## src/rtl/rsfd_defs.svh

```systemverilog
// Constants of the submessage flag decoder.
`ifndef RSFD_DEFS_SVH
`define RSFD_DEFS_SVH
// ****************************************************************
// Message layout
// ****************************************************************
`define RSFD_MSG_HDR_LEN 16'h0014
`define RSFD_SUB_HDR_LAST 16'h0003
`define RSFD_FRAG_BASE 16'h0004
// ****************************************************************
// Submessage identifiers
// ****************************************************************
`define RSFD_ID_PAD 8'h01
`define RSFD_ID_HEARTBEAT 8'h07
`define RSFD_ID_GAP 8'h08
`define RSFD_ID_INFO_TS 8'h09
`define RSFD_ID_INFO_SRC 8'h0c
`define RSFD_ID_INFO_REPLY_IP4 8'h0d
`define RSFD_ID_INFO_DST 8'h0e
`define RSFD_ID_INFO_REPLY 8'h0f
`define RSFD_ID_NACK_FRAG 8'h12
`define RSFD_ID_HB_FRAG 8'h13
`define RSFD_ID_DATA_FRAG 8'h16
// ****************************************************************
// Flag masks
// ****************************************************************
`define RSFD_FLAG_ENDIAN 8'h01
`define RSFD_FLAG_BIT1 8'h02
`define RSFD_FLAG_BIT2 8'h04
// ****************************************************************
// Register map
// ****************************************************************
`define RSFD_REG_CTRL 8'h00
`define RSFD_REG_COUNT 8'h04
`define RSFD_REG_LAST 8'h08
`define RSFD_CTRL_RESET 1'b1
`endif

```

## src/rtl/rsfd_pkg.sv

```systemverilog
// Types shared by the submessage flag decoder.
package rsfd_pkg;
    typedef enum logic [3:0] {
        ST_MSGHDR = 4'b0001,
        ST_SUBHDR = 4'b0010,
        ST_BODY = 4'b0100,
        ST_SKIP = 4'b1000
    } rsfd_state_type;

    typedef struct packed {
        logic endian;
        logic inlineQos;
        logic key;
        logic finalFlag;
        logic liveliness;
        logic multicast;
        logic invalidate;
    } rsfd_flags_type;

    typedef struct packed {
        logic [15:0] octetsToInlineQos;
        logic [31:0] readerId;
        logic [31:0] writerId;
        logic [63:0] seqNum;
        logic [31:0] fragNum;
        logic [15:0] fragsInSub;
        logic [15:0] fragSize;
        logic [31:0] sampleSize;
        logic [63:0] timestamp;
        logic [15:0] srcVersion;
        logic [15:0] srcVendor;
    } rsfd_body_type;
endpackage

```

## src/rtl/rtps_submessage_flag_decoder.sv

```systemverilog
// Submessage parser: flag decode, field capture, transmit flag masking.
// Notes on behaviour
// - DataFrag flag 0x02 marks inline QoS present.
// - DataFrag key flag is mask 0x04.
// - DataFrag key clear: sample data; set: serialized key.
// - DataFrag body: flags, offset, ids, sequence, fragment fields, QoS, payload.
// - Gap, InfoDst, InfoSrc, Pad, NackFrag: endianness flag only.
// - HeartBeatFrag: endianness flag only.
// - Gap body: reader id, writer id, gap start, gap list.
// - HeartBeat final flag is mask 0x02.
// - HeartBeat liveliness flag is mask 0x04.
// - Liveliness flag set refreshes writer manual liveliness.
// - InfoReply flag 0x02 adds multicast locators.
// - InfoReplyIp4 decodes like InfoReply; multicast mask 0x02.
// - InfoTimestamp invalidate flag is mask 0x02.
// - Invalidate clear adopts timestamp; set leaves later submessages without one.
// - Datagram end ends the message.
// - Octets-to-inline-QoS skips unknown fields.
`timescale 1ns/1ps
`include "rsfd_defs.svh"

module rtps_submessage_flag_decoder #(
    parameter int COUNT_W = 16
) (
    input wire logic core_clk,
    input wire logic rst,
    input wire logic [7:0] inByte,
    input wire logic inValid,
    input wire logic inLast,
    input wire logic [7:0] regAddr,
    input wire logic [31:0] regWrData,
    input wire logic regWr,
    input wire logic regRd,
    output logic [31:0] regRdData,
    output logic subDone,
    output logic [7:0] subKind,
    output rsfd_pkg::rsfd_flags_type subFlags,
    output rsfd_pkg::rsfd_body_type subBody,
    output logic hbResponseNeeded,
    output logic livelinessRefresh,
    output logic tsValid,
    output logic [7:0] elemByte,
    output logic elemValid,
    input wire logic [7:0] txKind,
    input wire logic [7:0] txFlagsReq,
    output logic [7:0] txFlags
);
    if (COUNT_W < 16) begin : g_count_check
        $error("COUNT_W must hold a 16-bit submessage length");
    end

    // ****************************************************************
    // Helpers
    // ****************************************************************
    // Only the bits each kind defines survive; the rest read as zero.
    function automatic logic [7:0] flagMask(input logic [7:0] kind);
        case (kind)
            `RSFD_ID_DATA_FRAG: flagMask = `RSFD_FLAG_ENDIAN | `RSFD_FLAG_BIT1 | `RSFD_FLAG_BIT2;
            `RSFD_ID_HEARTBEAT: flagMask = `RSFD_FLAG_ENDIAN | `RSFD_FLAG_BIT1 | `RSFD_FLAG_BIT2;
            `RSFD_ID_INFO_REPLY, `RSFD_ID_INFO_REPLY_IP4,
            `RSFD_ID_INFO_TS: flagMask = `RSFD_FLAG_ENDIAN | `RSFD_FLAG_BIT1;
            default: flagMask = `RSFD_FLAG_ENDIAN;
        endcase
    endfunction

    function automatic logic [31:0] order32(input logic [31:0] w, input logic le);
        order32 = le ? {w[7:0], w[15:8], w[23:16], w[31:24]} : w;
    endfunction

    function automatic logic [15:0] order16(input logic [15:0] w, input logic le);
        order16 = le ? {w[7:0], w[15:8]} : w;
    endfunction

    // ****************************************************************
    // Registers and parse state
    // ****************************************************************
    rsfd_pkg::rsfd_state_type state;
    rsfd_pkg::rsfd_state_type next_state;
    logic enable;
    logic [COUNT_W-1:0] idx;
    logic [15:0] bodyLen;
    logic [7:0] rawFlags;
    logic [31:0] word;
    logic [31:0] next_word;
    logic [15:0] subCount;
    logic take;
    logic le;
    logic doneNow;
    logic [15:0] rel;
    logic [7:0] maskedFlags;
    logic [15:0] lenNow;

    assign take = inValid && enable;
    assign next_word = {word[23:0], inByte};
    assign le = rawFlags[0];
    assign maskedFlags = rawFlags & flagMask(subKind);
    assign lenNow = order16(next_word[15:0], rawFlags[0]);
    assign rel = (subKind == `RSFD_ID_DATA_FRAG) ? idx[15:0] - `RSFD_FRAG_BASE : idx[15:0];
    assign doneNow = take && !inLast && (
        (state == rsfd_pkg::ST_SUBHDR && idx[15:0] == `RSFD_SUB_HDR_LAST && lenNow == 16'h0000)
        || (state == rsfd_pkg::ST_BODY && idx[15:0] == bodyLen - 16'h0001));

    always_comb begin
        next_state = state;
        if (take && inLast) begin
            next_state = rsfd_pkg::ST_MSGHDR;
        end else if (take) begin
            case (state)
                rsfd_pkg::ST_MSGHDR: begin
                    if (idx[15:0] == `RSFD_MSG_HDR_LEN - 16'h0001) begin
                        next_state = rsfd_pkg::ST_SUBHDR;
                    end
                end
                rsfd_pkg::ST_SUBHDR: begin
                    if (idx[15:0] == `RSFD_SUB_HDR_LAST && lenNow != 16'h0000) begin
                        next_state = rsfd_pkg::ST_BODY;
                    end
                end
                rsfd_pkg::ST_BODY: begin
                    if (doneNow) begin
                        next_state = rsfd_pkg::ST_SUBHDR;
                    end
                end
                default: next_state = rsfd_pkg::ST_SKIP;
            endcase
        end
    end

    always_ff @(posedge core_clk or posedge rst) begin
        if (rst) begin
            state <= rsfd_pkg::ST_MSGHDR;
            idx <= '0;
        end else begin
            state <= next_state;
            if (take && (inLast || doneNow || next_state != state)) begin
                idx <= '0;
            end else if (take) begin
                idx <= idx + 1'b1;
            end
        end
    end

    always_ff @(posedge core_clk or posedge rst) begin
        if (rst) begin
            word <= 32'h0;
            subKind <= 8'h00;
            rawFlags <= 8'h00;
            bodyLen <= 16'h0000;
        end else if (take) begin
            word <= next_word;
            if (state == rsfd_pkg::ST_SUBHDR && idx[15:0] == 16'h0000) begin
                subKind <= inByte;
            end
            if (state == rsfd_pkg::ST_SUBHDR && idx[15:0] == 16'h0001) begin
                rawFlags <= inByte;
            end
            if (state == rsfd_pkg::ST_SUBHDR && idx[15:0] == `RSFD_SUB_HDR_LAST) begin
                bodyLen <= lenNow;
            end
        end
    end

    // ****************************************************************
    // Field capture
    // ****************************************************************
    // Entity ids are octet arrays, so they are never byte swapped.
    always_ff @(posedge core_clk or posedge rst) begin
        if (rst) begin
            subBody <= '0;
        end else if (take && state == rsfd_pkg::ST_BODY) begin
            if (subKind == `RSFD_ID_DATA_FRAG && idx[15:0] == 16'h0003) begin
                subBody.octetsToInlineQos <= order16(next_word[15:0], le);
            end
            if (subKind == `RSFD_ID_DATA_FRAG || subKind == `RSFD_ID_GAP) begin
                case (rel)
                    16'h0003: subBody.readerId <= next_word;
                    16'h0007: subBody.writerId <= next_word;
                    16'h000b: subBody.seqNum[63:32] <= order32(next_word, le);
                    16'h000f: subBody.seqNum[31:0] <= order32(next_word, le);
                    default: ;
                endcase
            end
            if (subKind == `RSFD_ID_DATA_FRAG) begin
                case (rel)
                    16'h0013: subBody.fragNum <= order32(next_word, le);
                    16'h0015: subBody.fragsInSub <= order16(next_word[15:0], le);
                    16'h0017: subBody.fragSize <= order16(next_word[15:0], le);
                    16'h001b: subBody.sampleSize <= order32(next_word, le);
                    default: ;
                endcase
            end
            if (subKind == `RSFD_ID_INFO_TS && !rawFlags[1]) begin
                case (idx[15:0])
                    16'h0003: subBody.timestamp[63:32] <= order32(next_word, le);
                    16'h0007: subBody.timestamp[31:0] <= order32(next_word, le);
                    default: ;
                endcase
            end
            if (subKind == `RSFD_ID_INFO_SRC) begin
                case (idx[15:0])
                    16'h0005: subBody.srcVersion <= next_word[15:0];
                    16'h0007: subBody.srcVendor <= next_word[15:0];
                    default: ;
                endcase
            end
        end
    end

    // ****************************************************************
    // Element stream and submessage events
    // ****************************************************************
    // The consumer splits inline QoS from payload using subFlags.inlineQos.
    always_ff @(posedge core_clk or posedge rst) begin
        if (rst) begin
            elemValid <= 1'b0;
            elemByte <= 8'h00;
        end else begin
            elemValid <= take && state == rsfd_pkg::ST_BODY && subKind == `RSFD_ID_DATA_FRAG
                && idx[15:0] >= `RSFD_FRAG_BASE + subBody.octetsToInlineQos;
            elemByte <= inByte;
        end
    end

    always_ff @(posedge core_clk or posedge rst) begin
        if (rst) begin
            subDone <= 1'b0;
            subFlags <= '0;
            hbResponseNeeded <= 1'b0;
            livelinessRefresh <= 1'b0;
        end else begin
            subDone <= doneNow;
            hbResponseNeeded <= doneNow && subKind == `RSFD_ID_HEARTBEAT && !rawFlags[1];
            livelinessRefresh <= doneNow && subKind == `RSFD_ID_HEARTBEAT && rawFlags[2];
            if (doneNow) begin
                subFlags.endian <= maskedFlags[0];
                subFlags.inlineQos <= subKind == `RSFD_ID_DATA_FRAG && maskedFlags[1];
                subFlags.key <= subKind == `RSFD_ID_DATA_FRAG && maskedFlags[2];
                subFlags.finalFlag <= subKind == `RSFD_ID_HEARTBEAT && maskedFlags[1];
                subFlags.liveliness <= subKind == `RSFD_ID_HEARTBEAT && maskedFlags[2];
                subFlags.multicast <= (subKind == `RSFD_ID_INFO_REPLY
                    || subKind == `RSFD_ID_INFO_REPLY_IP4) && maskedFlags[1];
                subFlags.invalidate <= subKind == `RSFD_ID_INFO_TS && maskedFlags[1];
            end
        end
    end

    // A timestamp lives only within its own message, so a datagram end drops it.
    always_ff @(posedge core_clk or posedge rst) begin
        if (rst) begin
            tsValid <= 1'b0;
        end else if (take && inLast) begin
            tsValid <= 1'b0;
        end else if (doneNow && subKind == `RSFD_ID_INFO_TS) begin
            tsValid <= !rawFlags[1];
        end
    end

    always_ff @(posedge core_clk or posedge rst) begin
        if (rst) begin
            txFlags <= 8'h00;
        end else begin
            txFlags <= txFlagsReq & flagMask(txKind);
        end
    end

    // ****************************************************************
    // Register port
    // ****************************************************************
    always_ff @(posedge core_clk or posedge rst) begin
        if (rst) begin
            enable <= `RSFD_CTRL_RESET;
            subCount <= 16'h0000;
            regRdData <= 32'h0;
        end else begin
            if (regWr && regAddr == `RSFD_REG_CTRL) begin
                enable <= regWrData[0];
            end
            if (regWr && regAddr == `RSFD_REG_COUNT) begin
                subCount <= 16'h0000;
            end else if (doneNow) begin
                subCount <= subCount + 16'h0001;
            end
            case (regAddr)
                `RSFD_REG_CTRL: regRdData <= regRd ? {31'h0, enable} : 32'h0;
                `RSFD_REG_COUNT: regRdData <= regRd ? {16'h0, subCount} : 32'h0;
                `RSFD_REG_LAST: regRdData <= regRd ? {16'h0, subKind, rawFlags} : 32'h0;
                default: regRdData <= 32'h0;
            endcase
        end
    end
endmodule // rtps_submessage_flag_decoder

```

## config.mk

```make
export PLATFORM = sky130hd
export DESIGN_NAME = rtps_submessage_flag_decoder
export DESIGN_NICKNAME = d
export VERILOG_FILES = /design/src/rtl/rsfd_pkg.sv /design/src/rtl/rtps_submessage_flag_decoder.sv
export VERILOG_INCLUDE_DIRS = /design/src /design/src/rtl
export SDC_FILE = /design/constraint.sdc
export NUM_CORES = 1
export LEC_CHECK = 0
export BUFFER_PORTS_ARGS = -buffer_cell sky130_fd_sc_hd__buf_2
export CAP_MARGIN = 15
export CORE_ASPECT_RATIO = 0.8
export CORE_MARGIN = 4
export CORE_UTILIZATION = 45
export CTS_BUF_LIST = sky130_fd_sc_hd__clkbuf_4
export DETAILED_ROUTE_END_ITERATION = 7
export HOLD_SLACK_MARGIN = 0.02
export PLACE_DENSITY_LB_ADDON = 0.2
export SYNTH_ARGS = -nofsm -noshare
export SYNTH_HDL_FRONTEND = slang
export SYNTH_SLANG_ARGS = --single-unit
export TNS_END_PERCENT = 30
```

## constraint.sdc

```tcl
create_clock -name core_clk -period 14.4 [get_ports core_clk]
set_input_delay 1.44 -clock core_clk [delete_from_list [all_inputs] [get_ports core_clk]]
set_output_delay 1.44 -clock core_clk [all_outputs]
set_load 0.1 [all_outputs]
```

==> summary.md <==
| Metric | Value |
|---|---|
| Outcome | finished, final reports clean |
| Largest net degree at the start of global routing | 192 |
| Number of synthesized flops with an enable pin | 0 |
| First-pass DRT Iterations | 6 |
| Layout cells sized above 1 | between 30% and 40% |
| Final #Nets | 2373 |
| Drt wl/cell | roughly 21 um |
| Crit path arrival time | approximately 5.0 ns |
| Critical path's top delay family | simple AND/OR/NAND/NOR gates |
| Synth Instances | around 1800 |
| Synth unique cells | 64 |
| Setup Skew | about 0.056 ns |
| Area Overhead vs Synth | 19.5% |
| Post-route DRC | 0 |
| Max-Cap Viols | 0 |
| Max frequency | between 200 and 250 MHz |
| Actual slew at the worst max-slew pin | between 1 and 1.5 ns |
| Initial Util | a little under half |
| All-Layer GR Usage | between 20% and 30% |
| First-pass GRT wire length | between 90000 and 100000 um |
| Final hold violations | 0 |
| Max-slew violation count | 0 |
| Die Y | between 150 and 200 um |
| Num rows | slightly below 70 |
| Seq. cell area | 0.0117 sq mm |
| Ys flop type | dfrtp_1 |
| Setup TNS | 0 ns |
| Kind of critical path | flop to flop |
| Multi-input gate area | 0.00763 sq mm |
| Global route overflow | 0 |
| IO Count | roughly 470 |
| Commonest non-fill, non-tap cell in the layout | dfrtp_1 |
| RSZ-0062 raised after global routing | no |
| Slowest CP cell | nor3b_4 |
| Total Power | about 2.7 mW |
| YS warnings | 0 |
| CTS Hold Buffers Added | 0 |
| Leak | 12.8 nW |
| Final GP Congestion | around 0.89 |
| Synth Cell Area | 0.0199 sq mm |
| WP data required | around 15 ns |
| Chip width | 243 um |
| CTS HTree Levels | 3 |
| Crit path largest cell delay | 0.77 ns |
| Vias in the first global route | 15700 |
| Setup bufs post-CTS | 0 |
| Root buf cell | clkbuf_4 |
| DP Wirelength | approximately 44000 um |
| TritonCTS Buffers | between 100 and 150 |
| Async SR Flop Fraction | 100% |
| HP Start | subBody[76] |
| Critical Path Sink Type | flop |
| Worst setup path start | subKind[6] |
| Slew margin rel. | a little over an eighth |
| Vias | ~16000 |
| DRT iter0 DRCs | between 1000 and 1500 |
| Final ANT Viol Nets | 0 |
| Reg-to-reg critical path startpoint | subKind[6] |
| I/O Buffers | ~420 |
| Clk pin slew, worst setup/hold paths | 0.07 ns |
| Yosys reg bits | 468 |
| Tcrit/Tclk final | between 20 and 30% |
| Cell Pwr Density | between 100 and 150 mW/mm^2 |
| Clk_lat worst skew | roughly 0.90 ns |
| TritonCTS clock tree | yes |
| # setup viols final | 0 |
| Core Footprint | approximately 0.043 sq mm |
| Maximum vdd drop | 0.0000735 V |
| WP buf/inv | 0 |
| Fill cell count | between 3000 and 4000 |
| Clock sink count | ~470 |
| Tmin final | approximately 4.2 ns |
| CTS Buffer Depth | 3 |
| Die area | between 0.04 and 0.05 sq mm |
| Most frequent cells in the layout | 465 x dfrtp_1, 416 x buf_2, 213 x nand2_1, 187 x a21oi_1, 186 x nor2_1 |
| Syn avg cell area | 10.8 sq um |
| CP Launch Type | flop |
| Via/cell ratio | 5.46 |
| Worst-path cell chain | or3_1, nor3_1, nand2_1, o31ai_1, nand4_1, nand3b_1, nand2b_4, nor3b_4, mux2_2 |
| HP Class | flop to flop |
| Post-synthesis sequential area ratio | 58.9% |
| Initial antenna violation count | 3 |
| Worst Path Max Fanout | 16 |
| Resized cells post-CTS | 0 |
| Routed WL | 62800 um |
-- sequential cells by signal, summed over array words and instances (netlist names) --
name               count
subCount              16
state                  4
txFlags                3
hbResponseNeeded       1
bodyLen               16
tsValid                1
regRdData             16
subFlags               7
elemValid              1
elemByte               8
subKind                8
rawFlags               8
livelinessRefresh      1
subBody              336
subDone                1
word                  24
idx                   16
enable                 1
-- cells by family (layout without fill, tap and decap cells) --
| group | after synthesis | after routing | synth area share, % |
|---|---|---|---|
| AND/OR/NAND/NOR | 576 | 576 | 13.4 |
| flip-flops | 468 | 468 | 58.9 |
| AO/OA/AOI/OAI | 399 | 399 | 11.2 |
| multiplexers | 172 | 172 | 9.60 |
| buffers and inverters | 157 | 653 | 3.41 |
| XOR/XNOR | 43 | 43 | 1.89 |
| adder cells (fa/ha/maj) | 26 | 26 | 1.64 |
| other | 1 | 28 | 0.0188 |
-- worst reg2reg max path: cells and delay by family, from the launching register on --
kind             cells  cell delay [ns]
AND/OR/NAND/NOR      7             3.01
flip-flops           1             0.40
multiplexers         1             0.44
AO/OA/AOI/OAI        1             0.23
-- metal layers --
metal,GRT usage (%),share of wire [%],up-vias
met5,0,0,-
met1,35.7,43,7938
met4,7.69,2.5,0
met3,8.62,9.2,104
li1,-,-,7285
met2,39.1,46,649
-- cells in the mapped netlist, drive strengths merged (14+ instances only) --
master,count,share of area (%)
mux2i,22,1.1
o21ai,125,3.1
a22oi,17,0.64
buf,36,1.1
nand2,215,4.1
xnor2,17,0.75
a21o,26,0.98
nor2,190,3.6
clkbuf,98,1.8
dfrtp,466,59
nand3,28,0.70
nor3,21,0.53
mux2,150,8.5
ha,26,1.6
nor4,15,0.60
nor2b,20,0.63
and3,19,0.60
inv,23,0.43
or3,14,0.44
xor2,26,1.1
a21oi,187,4.7
-- worst paths after layout --
| path | slack [ns] | to | cells after the start |
|---|---|---|---|
| setup / recovery | 10.22 | subBody[152] | 9 |
| hold / removal | 0.47 | subBody[76] | 2 |
| setup reg to reg | 10.22 | subBody[152] | 9 |
| hold reg to reg | 0.47 | subBody[76] | 2 |
| max in group asynchronous | 11.74 | subBody[181] | 4 |
| min in group asynchronous | 0.52 | rawFlags[4] | 2 |
-- through the flow --
| stage | hold WS, ns | instances | worst slack [ns] | utilization, % | instance area (sq um) |
|---|---|---|---|---|---|
| after CTS | 0.450 | 2918 | 10.24 | 54.8 | 23800 |
| after global placement | 0.455 | 2718 | 9.88 | 51.5 | 22300 |
| final | 0.475 | 2925 | 10.22 | 54.8 | 23800 |
| after global routing | 0.448 | 2924 | 9.89 | 54.8 | 23800 |
| after detailed placement | 0.466 | 2718 | 9.85 | 51.5 | 22300 |
| after floorplan | 0.470 | 1862 | 6.62 | - | 20000 |
-- layout make-up --
cell class                 instances  share of cell area [%]
inverter                          23                   0.379
timing repair buffer             430                    9.25
tap                              560                    2.95
clock buffer                     174                    5.49
antenna                            7                  0.0737
multi-input combinational       1237                    32.1
clock inverter                    26                   0.489
sequential                       468                    49.3
-- power breakdown --
group / leakage (nW) / switching (mW) / internal, mW
sequential: 6.47 / 0.0629 / 1.34
combinational: 5.52 / 0.190 / 0.0647
clock: 0.860 / 0.541 / 0.548
total: 12.8 / 0.794 / 1.95
(Power assumes the default switching activity.)
